$ cat src/synth_latch_map.vh
// offsets, field positions, reset values and timing counts of the synthesizer latch bank
`ifndef SYNTH_LATCH_MAP_VH
`define SYNTH_LATCH_MAP_VH
`define WORD_W 24
`define SEL_CONTROL 2'h0
`define SEL_REFERENCE 2'h1
`define SEL_MAIN 2'h2
`define SEL_TEST 2'h3
`define CTL_PRESCALER_HI 23
`define CTL_PRESCALER_LO 22
`define CTL_PD_SYNC_MODE 21
`define CTL_PD_ARM 20
`define CTL_CP2_HI 19
`define CTL_CP2_LO 17
`define CTL_CP1_HI 16
`define CTL_CP1_LO 14
`define CTL_RF_LEVEL_HI 13
`define CTL_RF_LEVEL_LO 12
`define CTL_MUTE 11
`define CTL_PUMP_GAIN 10
`define CTL_PUMP_TRI 9
`define CTL_POLARITY 8
`define CTL_MUX_HI 7
`define CTL_MUX_LO 5
`define CTL_CNT_RESET 4
`define CTL_CORE_HI 3
`define CTL_CORE_LO 2
`define MAIN_HALVED_SRC 23
`define MAIN_HALVING_EN 22
`define MAIN_PUMP_GAIN 21
`define MAIN_B_HI 20
`define MAIN_B_LO 8
`define MAIN_A_HI 6
`define MAIN_A_LO 2
`define REF_BAND_HI 21
`define REF_BAND_LO 20
`define REF_TEST 19
`define REF_PRECISION 18
`define REF_ABP_HI 17
`define REF_ABP_LO 16
`define REF_R_HI 15
`define REF_R_LO 2
`define LATCH_RESET 24'h000000
`define SYNC_PD_EDGES 2'h2
`endif

$ cat src/synth_latch_program_powerdown.v
// latch bank, field decode and power-down sequencing of the synthesizer
//
// Behaviour
// - shift msb first, latch on strobe
// - select 00 loads control latch
// - main latch fields decoded
// - reference latch fields decoded
// - control load with CTL_PD_ARM clear powers device up
// - relock keeps band; main write while powered up reselects
// - prescaler bits select modulus
// - async mode powers down at once
// - sync mode waits two reference edges
// - chip enable low disables at once
// - powerdown resets counters, tristates outputs
// - serial register works during powerdown
// - pump current settings one and two
// - level bits select rf power
// - mute rf until locked
// - pump gain picks setting two or one
// - last pump gain write wins
// - tristate bit floats pump
// - polarity bit selects detector sense
// - counter reset holds counters
`timescale 1ns/1ps
`include "synth_latch_map.vh"
module synth_latch_program_powerdown #(
    parameter W = 24
) (
    input wire clk,
    input wire rst,
    input wire serial_clk,
    input wire serial_data,
    input wire load_strobe,
    input wire chip_enable,
    input wire ref_div_out,
    input wire lock_detect,
    input wire band_select_done,
    output reg [W-1:0] control_word_latch_q,
    output reg [W-1:0] main_divider_latch_q,
    output reg [W-1:0] reference_divider_latch_q,
    output reg [1:0] prescaler_ratio_q,
    output reg [2:0] pump_current_one_q,
    output reg [2:0] pump_current_two_q,
    output reg [2:0] pump_current_q,
    output reg pump_gain_select_q,
    output reg [1:0] rf_level_q,
    output reg detector_polarity_q,
    output reg [2:0] mux_select_q,
    output reg [1:0] core_level_q,
    output reg halved_prescaler_source_q,
    output reg output_halving_enable_q,
    output reg [12:0] main_count_field_q,
    output reg [4:0] swallow_count_field_q,
    output reg [1:0] band_clock_div_q,
    output reg factory_test_bit_q,
    output reg lock_count_precision_q,
    output reg [1:0] antibacklash_width_q,
    output reg [13:0] reference_count_field_q,
    output wire powered_down,
    output wire counters_load,
    output wire pump_tristate,
    output wire lock_detect_reset,
    output wire rf_output_enable,
    output wire ref_buffer_enable,
    output wire band_select_start,
    output wire bias_power_up
);
    localparam ST_OFF = 3'h1;
    localparam ST_ON = 3'h2;
    localparam ST_SYNC = 3'h4;

    wire [W-1:0] word;
    wire load_pulse;
    reg [2:0] state_q;
    reg [2:0] state_d;
    reg [1:0] ref_edges_q;
    reg ref_q;
    reg band_start_q;
    reg band_valid_q;
    wire [1:0] sel;
    wire ld_ctl;
    wire ld_main;
    wire ld_ref;
    wire ref_rise;

    // shifter never gated by power state
    serial_word_shifter #(
        .W(W)
    ) u_shifter (
        .clk(clk),
        .rst(rst),
        .serial_clk(serial_clk),
        .serial_data(serial_data),
        .load_strobe(load_strobe),
        .word_q(word),
        .load_pulse_q(load_pulse)
    );

    assign sel = word[1:0];
    assign ld_ctl = load_pulse && (sel == `SEL_CONTROL);
    assign ld_main = load_pulse && (sel == `SEL_MAIN);
    assign ld_ref = load_pulse && (sel == `SEL_REFERENCE);
    assign ref_rise = ref_div_out && !ref_q;

    // latches load only on strobe pulse
    always @(posedge clk) begin
        if (rst) begin
            control_word_latch_q <= `LATCH_RESET;
        end else if (ld_ctl) begin
            control_word_latch_q <= word;
        end
    end

    // main latch on its own strobe
    always @(posedge clk) begin
        if (rst) begin
            main_divider_latch_q <= `LATCH_RESET;
        end else if (ld_main) begin
            main_divider_latch_q <= word;
        end
    end

    // reference latch on its own strobe
    always @(posedge clk) begin
        if (rst) begin
            reference_divider_latch_q <= `LATCH_RESET;
        end else if (ld_ref) begin
            reference_divider_latch_q <= word;
        end
    end

    // last write of gain wins
    // one strobe picks one latch, so both loads never coincide
    always @(posedge clk) begin
        if (rst) begin
            pump_gain_select_q <= 1'b0;
        end else if (ld_ctl) begin
            pump_gain_select_q <= word[`CTL_PUMP_GAIN];
        end else if (ld_main) begin
            pump_gain_select_q <= word[`MAIN_PUMP_GAIN];
        end
    end

    // field views of the latches
    wire [1:0] ctl_prescaler;
    wire [2:0] ctl_current_one;
    wire [2:0] ctl_current_two;
    wire [2:0] ctl_current_active;
    wire [1:0] ctl_rf_level;
    wire ctl_polarity;
    wire [2:0] ctl_mux;
    wire [1:0] ctl_core;
    wire main_halved_src;
    wire main_halving_en;
    wire [12:0] main_count;
    wire [4:0] main_swallow;
    wire [1:0] ref_band_div;
    wire ref_test;
    wire ref_precision;
    wire [1:0] ref_antibacklash;
    wire [13:0] ref_count;

    assign ctl_prescaler = control_word_latch_q[`CTL_PRESCALER_HI:`CTL_PRESCALER_LO];
    assign ctl_current_one = control_word_latch_q[`CTL_CP1_HI:`CTL_CP1_LO];
    assign ctl_current_two = control_word_latch_q[`CTL_CP2_HI:`CTL_CP2_LO];
    assign ctl_current_active = pump_gain_select_q ? ctl_current_two : ctl_current_one;
    assign ctl_rf_level = control_word_latch_q[`CTL_RF_LEVEL_HI:`CTL_RF_LEVEL_LO];
    assign ctl_polarity = control_word_latch_q[`CTL_POLARITY];
    assign ctl_mux = control_word_latch_q[`CTL_MUX_HI:`CTL_MUX_LO];
    assign ctl_core = control_word_latch_q[`CTL_CORE_HI:`CTL_CORE_LO];

    assign main_halved_src = main_divider_latch_q[`MAIN_HALVED_SRC];
    assign main_halving_en = main_divider_latch_q[`MAIN_HALVING_EN];
    assign main_count = main_divider_latch_q[`MAIN_B_HI:`MAIN_B_LO];
    assign main_swallow = main_divider_latch_q[`MAIN_A_HI:`MAIN_A_LO];

    assign ref_band_div = reference_divider_latch_q[`REF_BAND_HI:`REF_BAND_LO];
    assign ref_test = reference_divider_latch_q[`REF_TEST];
    assign ref_precision = reference_divider_latch_q[`REF_PRECISION];
    assign ref_antibacklash = reference_divider_latch_q[`REF_ABP_HI:`REF_ABP_LO];
    assign ref_count = reference_divider_latch_q[`REF_R_HI:`REF_R_LO];

    // control fields registered; one clk behind the latch
    always @(posedge clk) begin
        if (rst) begin
            prescaler_ratio_q <= 2'h0;
            pump_current_one_q <= 3'h0;
            pump_current_two_q <= 3'h0;
            pump_current_q <= 3'h0;
            rf_level_q <= 2'h0;
            detector_polarity_q <= 1'b0;
            mux_select_q <= 3'h0;
            core_level_q <= 2'h0;
        end else begin
            prescaler_ratio_q <= ctl_prescaler;
            pump_current_one_q <= ctl_current_one;
            pump_current_two_q <= ctl_current_two;
            pump_current_q <= ctl_current_active;
            rf_level_q <= ctl_rf_level;
            detector_polarity_q <= ctl_polarity;
            mux_select_q <= ctl_mux;
            core_level_q <= ctl_core;
        end
    end

    // main divider fields registered
    always @(posedge clk) begin
        if (rst) begin
            halved_prescaler_source_q <= 1'b0;
            output_halving_enable_q <= 1'b0;
            main_count_field_q <= 13'h0000;
            swallow_count_field_q <= 5'h00;
        end else begin
            halved_prescaler_source_q <= main_halved_src;
            output_halving_enable_q <= main_halving_en;
            main_count_field_q <= main_count;
            swallow_count_field_q <= main_swallow;
        end
    end

    // reference divider fields registered
    always @(posedge clk) begin
        if (rst) begin
            band_clock_div_q <= 2'h0;
            factory_test_bit_q <= 1'b0;
            lock_count_precision_q <= 1'b0;
            antibacklash_width_q <= 2'h0;
            reference_count_field_q <= 14'h0000;
        end else begin
            band_clock_div_q <= ref_band_div;
            factory_test_bit_q <= ref_test;
            lock_count_precision_q <= ref_precision;
            antibacklash_width_q <= ref_antibacklash;
            reference_count_field_q <= ref_count;
        end
    end

    // power state; a new control word always re-decides the mode
    always @* begin
        state_d = state_q;
        case (state_q)
            ST_OFF: begin
                if (ld_ctl && !word[`CTL_PD_ARM]) begin
                    state_d = ST_ON;
                end
            end
            ST_ON: begin
                if (ld_ctl && word[`CTL_PD_ARM]) begin
                    state_d = word[`CTL_PD_SYNC_MODE] ? ST_SYNC : ST_OFF;
                end
            end
            ST_SYNC: begin
                if (ld_ctl && !word[`CTL_PD_ARM]) begin
                    state_d = ST_ON;
                end else if (ld_ctl && !word[`CTL_PD_SYNC_MODE]) begin
                    state_d = ST_OFF;
                end else if (ref_rise && ref_edges_q == `SYNC_PD_EDGES - 2'h1) begin
                    state_d = ST_OFF;
                end
            end
            default: begin
                state_d = ST_OFF;
            end
        endcase
    end

    always @(posedge clk) begin
        if (rst) begin
            state_q <= ST_OFF;
        end else begin
            state_q <= state_d;
        end
    end

    // reference edge detector; idle level low matches reset
    always @(posedge clk) begin
        if (rst) begin
            ref_q <= 1'b0;
        end else begin
            ref_q <= ref_div_out;
        end
    end

    always @(posedge clk) begin
        if (rst) begin
            ref_edges_q <= 2'h0;
        end else if (state_q != ST_SYNC || ld_ctl) begin
            ref_edges_q <= 2'h0;
        end else if (ref_rise) begin
            ref_edges_q <= ref_edges_q + 2'h1;
        end
    end

    // band reselected only after main write
    // a relock after power-down reuses the band already chosen
    always @(posedge clk) begin
        if (rst) begin
            band_start_q <= 1'b0;
            band_valid_q <= 1'b0;
        end else begin
            band_start_q <= 1'b0;
            if (ld_main) begin
                band_valid_q <= 1'b0;
                band_start_q <= 1'b1;
            end else if (band_select_done) begin
                band_valid_q <= 1'b1;
            end
        end
    end

    assign powered_down = !chip_enable || (state_q == ST_OFF);
    assign bias_power_up = !powered_down;
    assign counters_load = powered_down || control_word_latch_q[`CTL_CNT_RESET];
    assign pump_tristate = powered_down || control_word_latch_q[`CTL_PUMP_TRI];
    assign lock_detect_reset = powered_down;
    assign ref_buffer_enable = !powered_down;
    assign rf_output_enable = !powered_down && (!control_word_latch_q[`CTL_MUTE] || lock_detect);
    assign band_select_start = band_start_q && !powered_down;
endmodule // synth_latch_program_powerdown

$ cat src/serial_word_shifter.v
// 24-bit serial input shift register with edge-detected serial clock and load strobe
`timescale 1ns/1ps
module serial_word_shifter #(
    parameter W = 24
) (
    input wire clk,
    input wire rst,
    input wire serial_clk,
    input wire serial_data,
    input wire load_strobe,
    output reg [W-1:0] word_q,
    output reg load_pulse_q
);
    reg sclk_q;
    reg le_q;
    reg [W-1:0] shift_q;
    always @(posedge clk) begin
        if (rst) begin
            sclk_q <= 1'b0;
            le_q <= 1'b0;
            shift_q <= {W{1'b0}};
            word_q <= {W{1'b0}};
            load_pulse_q <= 1'b0;
        end else begin
            sclk_q <= serial_clk;
            le_q <= load_strobe;
            // msb arrives first, so shift toward the top
            if (serial_clk && !sclk_q) begin
                shift_q <= {shift_q[W-2:0], serial_data};
            end
            load_pulse_q <= load_strobe && !le_q;
            if (load_strobe && !le_q) begin
                word_q <= shift_q;
            end
        end
    end
endmodule // serial_word_shifter

$ cat config.mk
export PLATFORM = sky130hd
export DESIGN_NAME = synth_latch_program_powerdown
export DESIGN_NICKNAME = d
export VERILOG_FILES = /design/src/synth_latch_program_powerdown.v /design/src/serial_word_shifter.v
export VERILOG_INCLUDE_DIRS = /design/src
export SDC_FILE = /design/constraint.sdc
export NUM_CORES = 1
export LEC_CHECK = 0
export ABC_CLOCK_PERIOD_IN_PS = 2200
export BUFFER_PORTS_ARGS = -buffer_cell sky130_fd_sc_hd__buf_4
export CAP_MARGIN = 20
export CORE_ASPECT_RATIO = 0.8
export CORE_MARGIN = 3
export CORE_UTILIZATION = 46
export DETAILED_ROUTE_END_ITERATION = 10
export GPL_ROUTABILITY_DRIVEN = 0
export PLACE_DENSITY = 0.67
export SYNTH_ARGS = -nofsm -noshare
export SYNTH_HDL_FRONTEND = slang
export SYNTH_SLANG_ARGS = --single-unit
$ cat constraint.sdc
create_clock -name clk -period 2.2 [get_ports clk]
set_input_delay 0.66 -clock clk [delete_from_list [all_inputs] [get_ports clk]]
set_output_delay 0.66 -clock clk [all_outputs]
set_load 0.1 [all_outputs]
==> key figures <==
Status
  • Status: finished with violations
  • Failing checks: negative setup slack

Floorplanning
  • Starting Density: 47.52%
  • Die span in x: 135.4 um
  • # rows: 37
  • Number of I/O pins: 149
  • Core area: 0.01296 mm^2
  • Die ar.: 0.01482 mm^2
  • Die extent in y: 109.5 um

Flow run
  • Max_cap viols: 0

Global route
  • Vias in the first global route: 4525
  • First-pass GRT wire length: 23.49 mm
  • Gr usage total: 20.45%
  • Initial antenna violation count: 0
  • Pin count of the biggest net entering global routing: 104
  • Remaining Overflow, GRT: 0

Logic synthesis
  • Synth warn: 0
  • Area contributors post-synth: dfxtp_1 (62%), nand2_1 (8.7%), nor2b_1 (6.6%), a21oi_1 (6.0%), o22a_1 (6.0%)
  • EDFF count, synth: 0
  • Yosys reg bits: 190
  • Post-synthesis sequential area ratio: 61.75%
  • Top-count cell post-synth: dfxtp_1
  • Yosys cell types: 40
  • Syn nets: 635
  • Mapped cell area: 0.006160 mm^2
  • Cell types with the highest counts after synthesis: dfxtp_1 (190), nand2_1 (142), a21oi_1 (74), nor2b_1 (65), o22a_1 (42)
  • Post-synth top flop: dfxtp_1
  • Syn Inst Count: 625
  • Syn Area/Cell: 9.855 um^2
  • Async set-or-reset flop fraction in the synthesized netlist: 0%
  • Yosys top cell area share: 61.75%
  • Yosys top cell by area: dfxtp_1

Clock network
  • Bufs on Longest Clock Path: 2
  • Worst-skew pair later-pin latency: 0.42 ns
  • H-tree levels: 4
  • Buffer type at the clock tree root: clkbuf_16
  • Clock sink count: 190
  • CTS tree: yes
  • Inserted Clock Buffers: 17
  • Reg clk slew, reported paths: 0.06 ns
  • Post-CTS Hold Fix Bufs: 0

Worst hold path
  • Hold Path Depth: 1
  • Hold Path Sink: u_shifter.load_pulse_q
  • Hold path start: u_shifter.le_q
  • Min-delay worst type: flop to flop

Route
  • Final WL: 15.04 mm
  • Drc violations: 0
  • Vias: 4779
  • DR WL/cell: 15.80 um
  • Vias/cell: 5.020
  • Detail Route Antenna Nets: 0
  • Initial DRC Count: 343
  • Drt first pass iters: 5

Final layout
  • Antenna diodes: 0
  • Seq. cell area: 0.003810 mm^2
  • Fin nets: 776
  • # fillers: 1097
  • Area of the multi-input gates: 0.002152 mm^2
  • Share of layout cells above drive strength 1: 27.80%
  • Utilization after layout: 63.32%
  • Layout area overhead: 33.25%

Power and ir drop
  • Worst ir drop on vdd: 510.9 uV
  • PD cells: 929.5 mW/mm^2
  • Sw frac: 24.47%
  • Comb power frac: 11.5%
  • P_int: 5762 uW
  • Leak: 0.003360 uW
  • Sequential share of power: 46.0%
  • Net Switching: 1867 uW
  • Clock power share: 42.4%

Placed design
  • Worst slack, placed: 0.1408 ns
  • Port Buffer Count: 147
  • Post-DP HPWL: 10.05 mm

STA
  • Final-report hold violation count: 0
  • Period utilisation layout: 106.8%
  • Final setup margin: -0.1503 ns
  • F_max: 0.4255 GHz
  • Final Slew Violations: 0
  • Final Skew: 0.008134 ns
  • Setup violators final: 8
  • Slew HR: 52.31%
  • RSZ-0062 raised after global routing: yes
  • Worst Tran Pin Value: 0.7127 ns
  • Min cycle time layout: 2.350 ns

Worst setup path
  • WS Path Type: flop to primary output
  • Data arrival, critical path: 1.69 ns
  • FF-to-FF path depth: 4
  • CP endpoint kind: primary output
  • Startpoint Class: flop
  • R2R Path Start: u_shifter.word_q[0]
  • CP Data Required Time: 1.54 ns
  • Worst r2r dst: state_q[0]
  • R2r setup slk: 0.36 ns
  • Crit Path Max Fanout: 4
==> per-layer routing <==
metal  part of all wire (%)  up-vias  GRT usage [%]  wire length, um
met4                   0.74        0          6.187              112
met2                     46      154          31.96             6979
li1                       -     2356              -                -
met5                      0        -              0                0
met3                    6.0        8          5.489              900
met1                     47     2261          27.98             7050
==> per-stage QoR <==
stage,hold slack [ns],setup TNS (ns),area (um^2),total power (uW),instances
floorplan,0.4059,-4.382,6178,4214,625
global placement,0.4201,0,7432,4330,915
detailed placement,0.4266,0,7443,4342,916
CTS,0.4396,-0.8247,8175,7651,951
global route,0.4733,-1.176,8208,7897,952
finish,0.4352,-0.7360,8208,7629,952
==> worst max-delay path, stage by stage (launching register included) <==
cell	delay [ns]
dfxtp_4	0.34
or2b_1	0.27
o21ai_4	0.20
clkinvlp_4	0.14
and2_4	0.16
buf_12	0.16
==> cells in the final DEF, fill, tap and decap left out, types with 3 or more instances in the layout <==
cell type / Yosys / final
a211oi_1: 3 / 3
nor2b_1: 65 / 65
bufinv_16: 0 / 5
nor2_1: 12 / 12
inv_1: 5 / 4
buf_12: 0 / 9
o22a_1: 42 / 42
mux2i_1: 5 / 5
buf_4: 3 / 157
nand3b_1: 3 / 3
dfxtp_1: 190 / 187
a21oi_1: 74 / 74
nand2_1: 142 / 142
and3b_1: 3 / 3
clkinv_2: 0 / 3
clkbuf_16: 0 / 17
nor3b_1: 3 / 3
==> cell type report <==
class,instances,area share (%)
Clock buffer,19,5.274
Sequential cell,190,46.42
Tap cell,175,2.668
Clock inverter,11,2.317
Timing Repair Buffer,168,16.83
Multi-Input combinational cell,384,26.22
Inverter,5,0.2744
==> power by group through the flow <==
stage	clock, uW	sequential [uW]	combinational, uW
2_1_floorplan	0	3700	513
3_3_place_gp	0	3590	744
3_5_place_dp	0	3590	753
4_1_cts	3300	3510	843
5_1_grt	3460	3520	915
6_report	3240	3510	879
==> sequential cells by signal, indices dropped and copies added, names as in the netlist, 5 cells and up <==
name,count
main_count_field_q,13
u_shifter.shift_q,24
swallow_count_field_q,5
reference_divider_latch_q,24
u_shifter.word_q,24
reference_count_field_q,14
control_word_latch_q,24
main_divider_latch_q,24
==> logic make-up after synthesis <==
logic type,count (synthesis),share of synthesized area [%]
AOI/OAI and AO/OA,125,13.08
xor gates and xnor gates,3,0.4266
adders and majority gates,1,0.2031
buffers and inverters,51,3.534
DFF,190,61.75
muxes,7,1.239
and+or+nand+nor,248,19.76
==> worst max path at each step <==
| stage | depth (start not counted) | start | end |
|---|---|---|---|
| 2_1_floorplan | 5 | state_q[0] | band_select_start |
| 4_1_cts | 5 | state_q[2] | band_select_start |
| 5_1_grt | 5 | state_q[0] | band_select_start |
| 6_report | 5 | state_q[2] | band_select_start |
| 3_5_place_dp | 5 | state_q[2] | band_select_start |
| 3_3_place_gp | 5 | state_q[2] | band_select_start |
==> timing repair <==
action / 4_1_cts / 5_1_grt
resized for setup: 19 / 6
buffers inserted: 5 / 1
hold endpoints to repair: 0 / 0
pin swaps: 1 / 0
endpoints found under the setup margin: 8 / 8
gates cloned: 0 / 0
(Power assumes the default switching activity.)
